**src/smsp_pkg.sv**
```systemverilog
/*
  Shared constants and types for the serial master/slave port: register
  indices, field positions, reset values and the packed state records.
  Assumes nothing beyond a SystemVerilog compiler.
*/
package smsp_pkg;

  // register word indices; byte address is index * 4
  localparam logic [1:0]  IDX_STAT     = 2'h0;
  localparam logic [1:0]  IDX_CON1     = 2'h1;
  localparam logic [1:0]  IDX_BUF      = 2'h2;
  localparam logic [1:0]  IDX_IRQ      = 2'h3;

  // status_control_reg fields
  localparam int          STAT_EN      = 15;
  localparam int          STAT_SIDL    = 13;
  localparam int          STAT_ROV     = 6;
  localparam int          STAT_TBF     = 1;
  localparam int          STAT_RBF     = 0;

  // irq register fields
  localparam int          IRQ_FLAG     = 0;
  localparam int          IRQ_EN       = 1;

  // reset values of the software-visible registers
  localparam logic [15:0] STAT_RST     = 16'h0000;
  localparam logic [15:0] CON1_RST     = 16'h0000;

  localparam logic [1:0]  RESP_OKAY    = 2'h0;
  localparam logic [1:0]  RESP_SLVERR  = 2'h2;

  localparam logic [4:0]  BITS_BYTE    = 5'h08;
  localparam logic [4:0]  BITS_WORD    = 5'h10;

  // least divide ratio the prescaler will run at
  localparam logic [9:0]  DIV_MIN      = 10'h002;

  // control_reg_one bits 10..0, in register order
  typedef struct packed {
    logic       word;
    logic       sample_phase;
    logic       cke;
    logic       select_pin_enable;
    logic       clock_idle_polarity;
    logic       master;
    logic [2:0] spre;
    logic [1:0] ppre;
  } smsp_cfg_type;

  typedef struct packed {
    logic         aw_have;
    logic [3:0]   aw_addr;
    logic         w_have;
    logic [31:0]  w_data;
    logic [3:0]   w_strb;
    logic         bvalid;
    logic [1:0]   bresp;
    logic         rvalid;
    logic [31:0]  rdata;
    logic [1:0]   rresp;
    logic         en;
    logic         sidl;
    logic         rov;
    logic         tbf;
    logic         rbf;
    smsp_cfg_type cfg;
    logic         irq_flag;
    logic         irq_en;
    logic [15:0]  txb;
    logic [15:0]  rxb;
    logic [15:0]  sr;
    logic         out;
    logic [4:0]   k_l;
    logic [4:0]   k_t;
    logic         busy;
    logic         phase;
    logic         act_prev;
  } smsp_state_type;

  typedef struct packed {
    logic [9:0] cnt;
  } smsp_div_state_type;

endpackage

```
**src/smsp_clkdiv.sv**
```systemverilog
/*
  Master shift clock prescaler: emits a lead and a trail pulse once per
  shift clock period of primary * secondary clock cycles, but at least 2.
  Assumes run is held for the whole transfer; dropping it restarts the period.
*/
`timescale 1ns/100ps
`default_nettype none

module smsp_clkdiv (
  input  wire logic       clk,
  input  wire logic       rst,
  input  wire logic       run,
  input  wire logic [1:0] ppre,
  input  wire logic [2:0] spre,
  output logic            lead,
  output logic            trail
);

  smsp_pkg::smsp_div_state_type q;
  smsp_pkg::smsp_div_state_type d;
  logic [9:0]                   ratio;
  logic [9:0]                   prim;

  // primary 1, 4, 16, 64; secondary 1..8
  always_comb begin
    prim  = 10'h001 << {ppre, 1'b0};
    // widened by one bit so that code 7 gives 8 rather than wrapping to 0
    ratio = prim * {6'h00, {1'b0, spre} + 4'h1};
    // a 1:1 overall ratio cannot make two edges per cycle
    if (ratio < smsp_pkg::DIV_MIN) begin
      ratio = smsp_pkg::DIV_MIN;
    end
  end

  assign lead  = run && (q.cnt == 10'h000);
  assign trail = run && (q.cnt == {1'b0, ratio[9:1]});

  always_comb begin
    d = q;
    if (!run || (q.cnt == ratio - 10'h001)) begin
      d.cnt = 10'h000;
    end else begin
      d.cnt = q.cnt + 10'h001;
    end
  end

  always_ff @(posedge clk) begin
    if (rst) begin
      q <= '0;
    end else begin
      q <= d;
    end
  end

endmodule

`default_nettype wire

```
**src/smsp_port.sv**
```systemverilog
/*
  Serial master/slave port with double-buffered transmit and receive,
  status/control registers and an AXI4-Lite register slave.
  Assumes pins are synchronous to clk and the bus master keeps AXI rules.
*/
`timescale 1ns/100ps
`default_nettype none

// What this block does
// - each transfer is 8 or 16 shift clocks, one bit out and in each
// - completion sets the transfer flag; interrupt passes only when enabled
// - a complete received byte or word moves into the receive buffer
// - receive buffer still full: set overflow, discard the new word
// - while overflow is set, shift clock edges are ignored
// - at transfer end move shift register to rx, then load pending tx
// - one buffer address: writes fill transmit, reads return receive
// - master starts a transfer as soon as software writes the buffer
// - shift clock pin is output in master mode, input in slave
// - a separate interrupt covers the error conditions
// - master clock is system clock over primary times secondary prescale, at least 2
// - enable bit turns the port on and claims its pins
// - halt-in-idle bit stops the port while the device idles
// - overflow flag is software clearable and set by a discarded word
// - tx full bit sets on buffer write, clears when moved to shifter
// - rx full bit sets on move into buffer, clears on buffer read
// - a 16-bit shift register plus a software-reachable buffer
// - width bit selects 16-bit words when set, bytes when clear
// - polarity bit sets idle clock level; edge bit picks output edge
// - in slave mode the select-enable bit decides use of select pin
// - master sample phase: end of output time when set, middle when clear
module smsp_port #(
  parameter int ADDR_W = 4
) (
  input  wire logic              clk,
  input  wire logic              rst,
  input  wire logic              s_axi_awvalid,
  output logic                   s_axi_awready,
  input  wire logic [ADDR_W-1:0] s_axi_awaddr,
  input  wire logic              s_axi_wvalid,
  output logic                   s_axi_wready,
  input  wire logic [31:0]       s_axi_wdata,
  input  wire logic [3:0]        s_axi_wstrb,
  output logic                   s_axi_bvalid,
  input  wire logic              s_axi_bready,
  output logic [1:0]             s_axi_bresp,
  input  wire logic              s_axi_arvalid,
  output logic                   s_axi_arready,
  input  wire logic [ADDR_W-1:0] s_axi_araddr,
  output logic                   s_axi_rvalid,
  input  wire logic              s_axi_rready,
  output logic [31:0]            s_axi_rdata,
  output logic [1:0]             s_axi_rresp,
  input  wire logic              cpu_idle,
  input  wire logic              sck_i,
  output logic                   sck_o,
  output logic                   sck_oe,
  input  wire logic              sdi,
  output logic                   sdo_o,
  output logic                   sdo_oe,
  input  wire logic              ss_n_i,
  output logic                   transfer_irq,
  output logic                   error_irq
);

  smsp_pkg::smsp_state_type q;
  smsp_pkg::smsp_state_type d;

  logic        halt;
  logic        ss_off;
  logic        go;
  logic        act;
  logic        m_lead;
  logic        m_trail;
  logic        run;
  logic        lead;
  logic        trail;
  logic        smp_eff;
  logic        smpl;
  logic        chg;
  logic        last_t;
  logic        done;
  logic        idle_x;
  logic        load;
  logic        bit_cur;
  logic        bit_nxt;
  logic [4:0]  nbits;
  logic [15:0] sr_n;
  logic [15:0] rx_word;
  logic [15:0] stat_rd;
  logic [15:0] con1_rd;
  logic [15:0] irq_rd;
  logic [15:0] rd_val;
  logic [15:0] nw;
  logic [2:0]  wsel;
  logic [2:0]  rsel;
  logic        wr_do;
  logic        rd_take;

  // {hit, index}: aligned word inside the four-register window
  function automatic logic [2:0] dec(input logic [ADDR_W-1:0] a);
    dec = {(a[1:0] == 2'h0) && ((a >> 4) == '0), a[3:2]};
  endfunction

  // byte-lane merge for the low 16 bits of a register
  function automatic logic [15:0] merge(input logic [15:0] old,
                                        input logic [15:0] nv,
                                        input logic [1:0]  strb);
    merge = {strb[1] ? nv[15:8] : old[15:8], strb[0] ? nv[7:0] : old[7:0]};
  endfunction

  smsp_clkdiv u_div (
    .clk   (clk),
    .rst   (rst),
    .run   (run),
    .ppre  (q.cfg.ppre),
    .spre  (q.cfg.spre),
    .lead  (m_lead),
    .trail (m_trail)
  );

  // edge detection and gating of the transfer engine
  assign halt    = q.sidl & cpu_idle;
  assign ss_off  = ~q.cfg.master & q.cfg.select_pin_enable & ss_n_i;
  assign go      = q.en & ~halt & ~q.rov & ~ss_off;
  assign run     = go & q.cfg.master & q.busy;
  assign act     = sck_i ^ q.cfg.clock_idle_polarity;
  assign lead    = go & (q.cfg.master ? (q.busy & m_lead) : (act & ~q.act_prev));
  assign trail   = go & (q.cfg.master ? (q.busy & m_trail) : (~act & q.act_prev));
  assign nbits   = q.cfg.word ? smsp_pkg::BITS_WORD : smsp_pkg::BITS_BYTE;
  assign last_t  = (q.k_t == nbits - 5'h01);
  // sample phase has no meaning for a slave, so it is forced clear there
  assign smp_eff = q.cfg.sample_phase & q.cfg.master;
  assign chg     = q.cfg.cke ? trail : lead;
  assign smpl    = q.cfg.cke ? (smp_eff ? trail : lead)
                 : (smp_eff ? ((lead & (q.k_l != 5'h00)) | (trail & last_t)) : trail);
  assign done    = trail & last_t;
  assign sr_n    = smpl ? {q.sr[14:0], sdi} : q.sr;
  assign bit_cur = q.cfg.word ? q.sr[15] : q.sr[7];
  assign bit_nxt = q.cfg.word ? q.sr[14] : q.sr[6];
  assign rx_word = q.cfg.word ? sr_n : {8'h00, sr_n[7:0]};
  assign idle_x  = (q.k_l == 5'h00) & (q.k_t == 5'h00) & ~q.busy;
  assign load    = q.en & ~halt & ~q.rov & q.tbf & idle_x;

  // register views
  assign stat_rd = {q.en, 1'b0, q.sidl, 6'h00, q.rov, 4'h0, q.tbf, q.rbf};
  assign con1_rd = {5'h00, q.cfg};
  assign irq_rd  = {14'h0000, q.irq_en, q.irq_flag};

  assign wsel    = dec(q.aw_addr[ADDR_W-1:0]);
  assign rsel    = dec(s_axi_araddr);
  assign wr_do   = q.aw_have & q.w_have & ~q.bvalid;
  assign rd_take = s_axi_arvalid & s_axi_arready;

  always_comb begin
    case (rsel[1:0])
      smsp_pkg::IDX_STAT: rd_val = stat_rd;
      smsp_pkg::IDX_CON1: rd_val = con1_rd;
      smsp_pkg::IDX_BUF:  rd_val = q.rxb;
      smsp_pkg::IDX_IRQ:  rd_val = irq_rd;
      default:            rd_val = 16'h0000;
    endcase
  end

  always_comb begin
    d          = q;
    nw         = 16'h0000;
    d.act_prev = act;

    // bus channels
    if (s_axi_awvalid && s_axi_awready) begin
      d.aw_have = 1'b1;
      d.aw_addr = 4'(s_axi_awaddr);
    end
    if (s_axi_wvalid && s_axi_wready) begin
      d.w_have = 1'b1;
      d.w_data = s_axi_wdata;
      d.w_strb = s_axi_wstrb;
    end
    if (q.bvalid && s_axi_bready) begin
      d.bvalid = 1'b0;
    end
    if (q.rvalid && s_axi_rready) begin
      d.rvalid = 1'b0;
    end
    if (rd_take) begin
      d.rvalid = 1'b1;
      d.rresp  = rsel[2] ? smsp_pkg::RESP_OKAY : smsp_pkg::RESP_SLVERR;
      d.rdata  = rsel[2] ? {16'h0000, rd_val} : 32'h0000_0000;
      if (rsel == {1'b1, smsp_pkg::IDX_BUF}) begin
        d.rbf = 1'b0;
      end
    end

    // shift engine
    if (lead) begin
      d.k_l   = q.k_l + 5'h01;
      d.phase = 1'b1;
    end
    if (trail) begin
      d.k_t   = q.k_t + 5'h01;
      d.phase = 1'b0;
    end
    d.sr = sr_n;
    if (chg) begin
      // when sampling on the same edge the old msb has already left
      d.out = smpl ? bit_nxt : bit_cur;
    end
    if (done) begin
      d.k_l      = 5'h00;
      d.k_t      = 5'h00;
      d.busy     = 1'b0;
      if (!q.rbf) begin
        d.rxb = rx_word;
      end
    end
    if (!q.en || ss_off) begin
      d.k_l   = 5'h00;
      d.k_t   = 5'h00;
      d.busy  = 1'b0;
      d.phase = 1'b0;
    end
    if (load) begin
      d.sr   = q.txb;
      d.out  = q.cfg.word ? q.txb[15] : q.txb[7];
      d.tbf  = 1'b0;
      d.busy = q.cfg.master;
    end

    // software writes
    if (wr_do) begin
      d.aw_have = 1'b0;
      d.w_have  = 1'b0;
      d.bvalid  = 1'b1;
      d.bresp   = wsel[2] ? smsp_pkg::RESP_OKAY : smsp_pkg::RESP_SLVERR;
      if (wsel[2]) begin
        case (wsel[1:0])
          smsp_pkg::IDX_STAT: begin
            nw     = merge(stat_rd, q.w_data[15:0], q.w_strb[1:0]);
            d.en   = nw[smsp_pkg::STAT_EN];
            d.sidl = nw[smsp_pkg::STAT_SIDL];
            if (!nw[smsp_pkg::STAT_ROV]) begin
              d.rov = 1'b0;
            end
          end
          smsp_pkg::IDX_CON1: begin
            nw    = merge(con1_rd, q.w_data[15:0], q.w_strb[1:0]);
            d.cfg = nw[10:0];
          end
          smsp_pkg::IDX_BUF: begin
            // a full transmit buffer is overwritten; the older word is lost
            d.txb = merge(q.txb, q.w_data[15:0], q.w_strb[1:0]);
            d.tbf = 1'b1;
          end
          smsp_pkg::IDX_IRQ: begin
            if (q.w_strb[0]) begin
              if (q.w_data[smsp_pkg::IRQ_FLAG]) begin
                d.irq_flag = 1'b0;
              end
              d.irq_en = q.w_data[smsp_pkg::IRQ_EN];
            end
          end
          default: begin
            nw = 16'h0000;
          end
        endcase
      end
    end

    // hardware sets win over a clear in the same cycle
    if (done) begin
      d.irq_flag = 1'b1;
      if (q.rbf) begin
        d.rov = 1'b1;
      end else begin
        d.rbf = 1'b1;
      end
    end
  end

  always_ff @(posedge clk) begin
    if (rst) begin
      q <= '0;
    end else begin
      q <= d;
    end
  end

  assign s_axi_awready = ~q.aw_have & ~q.bvalid;
  assign s_axi_wready  = ~q.w_have & ~q.bvalid;
  assign s_axi_bvalid  = q.bvalid;
  assign s_axi_bresp   = q.bresp;
  assign s_axi_arready = ~q.rvalid;
  assign s_axi_rvalid  = q.rvalid;
  assign s_axi_rdata   = q.rdata;
  assign s_axi_rresp   = q.rresp;

  assign sck_o         = q.cfg.clock_idle_polarity ^ q.phase;
  assign sck_oe        = q.en & q.cfg.master;
  assign sdo_o         = q.out;
  assign sdo_oe        = q.en & ~ss_off;
  assign transfer_irq  = q.irq_flag & q.irq_en;
  assign error_irq     = q.rov;
endmodule

`default_nettype wire

```
**config.mk**
```make
export PLATFORM = sky130hd
export DESIGN_NAME = smsp_port
export DESIGN_NICKNAME = d
export VERILOG_FILES = /design/src/smsp_pkg.sv /design/src/smsp_clkdiv.sv /design/src/smsp_port.sv
export SDC_FILE = /design/constraint.sdc
export NUM_CORES = 1
export LEC_CHECK = 0
export ABC_AREA = 1
export BUFFER_PORTS_ARGS = -buffer_cell sky130_fd_sc_hd__clkbuf_2
export CAP_MARGIN = 20
export CELL_PAD_IN_SITES_DETAIL_PLACEMENT = 1
export CELL_PAD_IN_SITES_GLOBAL_PLACEMENT = 2
export CORE_MARGIN = 1.5
export CORE_UTILIZATION = 32
export CTS_CLUSTER_DIAMETER = 30
export CTS_CLUSTER_SIZE = 12
export DETAILED_ROUTE_END_ITERATION = 8
export PLACE_DENSITY = 0.92
export SYNTH_ARGS = -nofsm -noshare
export SYNTH_HDL_FRONTEND = slang
export SYNTH_SLANG_ARGS = --single-unit
```
**constraint.sdc**
```tcl
create_clock -name clk -period 5.37 [get_ports clk]
set_input_delay 0.8055 -clock clk [delete_from_list [all_inputs] [get_ports clk]]
set_output_delay 0.8055 -clock clk [all_outputs]
set_load 0.005 [all_outputs]
```
==> results.tsv <==
stage	metric	value	unit
outcome	status	finished, final reports clean	
cells_and_area	Finished Layout Cells	1326	
cts	cts hold-fix bufs	0	
synthesis	Mean Syn Cell Area	7.00	sq um
synthesis	flops & latches, synth	134	
setup_path	Worst R2R Setup Slack	0.87	ns
cells_and_area	Storage cell area	2680	sq um
cts	Setup Fix Bufs, Post-CTS	0	
setup_path	r2r worst-path depth	28	
detailed_routing	Avg WL per Cell	14.2	um
floorplanning	Chip Height	151	um
setup_path	CP startpoint kind	flip-flop	
cts	CTS tree	built	
cts	H-tree levels	4	
floorplanning	core footprint	21200	sq um
cells_and_area	multi-input logic area	3460	sq um
global_routing	initial antenna violation count	0	
cts	CTS resizes	0	
global_routing	GRT overflow	0	
setup_path	Worst R2R Start	con1_rd[3]	
synthesis	ys async rst share	0	%
sta	final period utilization	83.7	%
cells_and_area	Nets	1112	
synthesis	ys flop type	dfxtp_1	
floorplanning	row cnt	53	
detailed_routing	Routed WL	18800	um
detailed_routing	Iteration-0 DRC Markers	334	
sta	Slew Limit Fails	0	
setup_path	WP buf/inv	4	
detailed_routing	ANT nets after route	0	
global_routing	total track usage	17.7	%
power	total power	2.22	mW
hold_path	min-delay src	q[44]	
setup_path	critical path arrival	4.80	ns
sta	Tightest Pin Transition	0.905	ns
cts	Longest Clk Path Bufs	2	
setup_path	crit path kind	flip-flop to flip-flop	
power	VDD IR max	0.221	mV
setup_path	Crit-path slowest cell	fa_1	
hold_path	min-delay worst type	flip-flop to flip-flop	
sta	Hold Slack	0.460	ns
detailed_routing	DRC viols	0	
setup_path	CP Max Fanout	10	
global_routing	first-pass GRT wire length	31300	um
detailed_routing	vias per cell	4.69	
placed_design	placed insts	1294	
sta	Final WS setup	0.874	ns
floorplanning	initial core utilization	33.0	%
setup_path	Worst path top cell family by delay	simple AND/OR/NAND/NOR gates	
sta	Relative slew margins	39.5	%
floorplanning	IO Pins	102	
hold_path	Hold EP	s_axi_rdata[14]	
sta	Fin. Hold Viols	0	
detailed_routing	via count	6217	
cts	CTS Sinks	134	
cells_and_area	P&R area growth vs syn	12.7	%
global_routing	largest net degree at the start of global routing	46	
sta	setup_tns	0	ns
synthesis	Post-Syn Area	7000	sq um
cts	total CTS buffers	17	
cts	clk_lat worst skew	0.43	ns
setup_path	Critical Path End Type	flip-flop	
power	P_leak	3.63	nW
synthesis	cell count after synthesis	1000	
hold_path	hold path depth	2	
cts	Reg clk slew, reported paths	0.06	ns
job	Max Cap Viol	0	
placed_design	DP HPWL	14400	um
sta	final setup vio count	0	
floorplanning	die width	151	um
setup_path	Req. time, crit path	5.67	ns
cells_and_area	# diodes	0	
synthesis	number of synthesized flops with an enable pin	0	
sta	crit path time final	4.50	ns
sta	RSZ-0062 raised after global routing	no	
detailed_routing	Pre-antenna DRT Iters	4	
cts	Root Buffer	clkbuf_16	
floorplanning	Die Area	22800	sq um
sta	worst clock skew	0.00785	ns
setup_path	largest stage delay on the critical path	0.56	ns
power	PwrDens	282	nW/um^2
cells_and_area	fill cell count	2748	
setup_path	r2r endpoint	u_div.q[0]	
synthesis	Seq/Total Area, Yosys	38.3	%
placed_design	DP Worst Slack	0.895	ns
placed_design	gpl congestion	0.819	
global_routing	vias in the first global route	6129	
placed_design	PortBufs	65	
cells_and_area	layout cells sized above 1	12.3	%
synthesis	Yosys cell types	45	
synthesis	synth warn	0	
sta	fmax	0.222	GHz
area by class of cell:
class | count | share of cell area [%]
Timing Repair Buffer | 68 | 4.41
Clock inverter | 9 | 1.00
Clock buffer | 23 | 5.81
Multi-Input combinational cell | 682 | 44.0
Sequential cell | 134 | 34.0
Inverter | 135 | 6.43
Tap cell | 275 | 4.37
layer usage:
metal	up-vias	GRT usage [%]	part of all wire [%]	wire length [um]
li1	3228	-	-	-
met1	2860	24.0	48	9130
met2	111	28.7	46	8600
met3	18	2.83	4.4	822
met4	0	5.78	1.5	291
met5	-	0	0	0
synthesized netlist by cell type, types with 4 or more instances:
cell type / number / area, sq um
nand2_1: 164 / 616
nor2_1: 148 / 556
dfxtp_1: 134 / 2680
inv_1: 127 / 477
o21ai_0: 84 / 420
nand3_1: 66 / 330
a21oi_1: 63 / 315
buf_4: 37 / 278
clkbuf_1: 21 / 78.8
xor2_1: 19 / 166
ha_1: 17 / 213
o21bai_1: 17 / 128
nand2_2: 10 / 62.6
nor3_1: 10 / 50.1
a31oi_1: 9 / 56.3
o21ai_1: 9 / 45.0
inv_2: 5 / 18.8
nand4_1: 5 / 31.3
o211ai_1: 5 / 37.5
xnor2_1: 5 / 43.8
buf_2: 4 / 20.0
nand2_4: 4 / 45.0
cell families after synthesis:
kind of cell             after synthesis  synth area share, %
other                                  1               0.0536
adder cells (fa/ha/maj)               19                 3.61
AO/OA/AOI/OAI                        195                 15.3
AND/OR/NAND/NOR                      425                 26.4
buffers and inverters                201                 13.1
XOR/XNOR                              24                 3.00
multiplexers                           1                0.143
flip-flops                           134                 38.3
sequential cells by signal, summed over array words and instances, names as in the netlist:
| register | cells |
|---|---|
| q | 89 |
| s_axi_rdata | 16 |
| con1_rd | 11 |
| u_div.q | 10 |
| irq_rd | 2 |
| error_irq | 1 |
| s_axi_bresp | 1 |
| s_axi_bvalid | 1 |
| s_axi_rresp | 1 |
| s_axi_rvalid | 1 |
| sdo_o | 1 |
tightest hold or removal path: cells and delay by family, from the launching register on:
family | cells | cell delay, ns
flip-flops | 1 | 0.31
AND/OR/NAND/NOR | 1 | 0.06
AO/OA/AOI/OAI | 1 | 0.05
cells in the final DEF (no fill, tap or decap), drive strengths merged, types with 3 or more instances in the layout:
| cell type | count |
|---|---|
| nand2 | 178 |
| nor2 | 154 |
| dfxtp | 134 |
| inv | 132 |
| o21ai | 93 |
| clkbuf | 88 |
| nand3 | 70 |
| a21oi | 63 |
| xor2 | 19 |
| conb | 18 |
| o21bai | 17 |
| ha | 17 |
| nor3 | 10 |
| a31oi | 9 |
| clkinv | 9 |
| nand4 | 6 |
| o211ai | 5 |
| xnor2 | 5 |
| buf | 3 |
worst max-delay path by stage:
stage | start | to | slack [ns] | cells past startpoint
3_3_place_gp | con1_rd[3] | u_div.q[6] | 1.01 | 28
2_1_floorplan | con1_rd[2] | u_div.q[0] | 1.53 | 28
5_1_grt | con1_rd[3] | u_div.q[7] | 0.44 | 27
4_1_cts | con1_rd[3] | u_div.q[0] | 0.88 | 28
3_5_place_dp | con1_rd[3] | u_div.q[0] | 0.89 | 28
6_report | con1_rd[3] | u_div.q[0] | 0.87 | 28
metrics by stage:
stage	cell area (sq um)	util, %
finish	7880	37.1
global route	7880	37.1
CTS	7880	37.1
detailed placement	7350	34.6
global placement	7350	34.6
floorplan	7060	-
power breakdown:
| part | switching (mW) | total (mW) | internal (mW) |
|---|---|---|---|
| clock | 0.430 | 1.07 | 0.644 |
| combinational | 0.0719 | 0.110 | 0.0382 |
| sequential | 0.0193 | 1.04 | 1.02 |
| total | 0.521 | 2.22 | 1.70 |
Power figures use the tool's default switching activity.
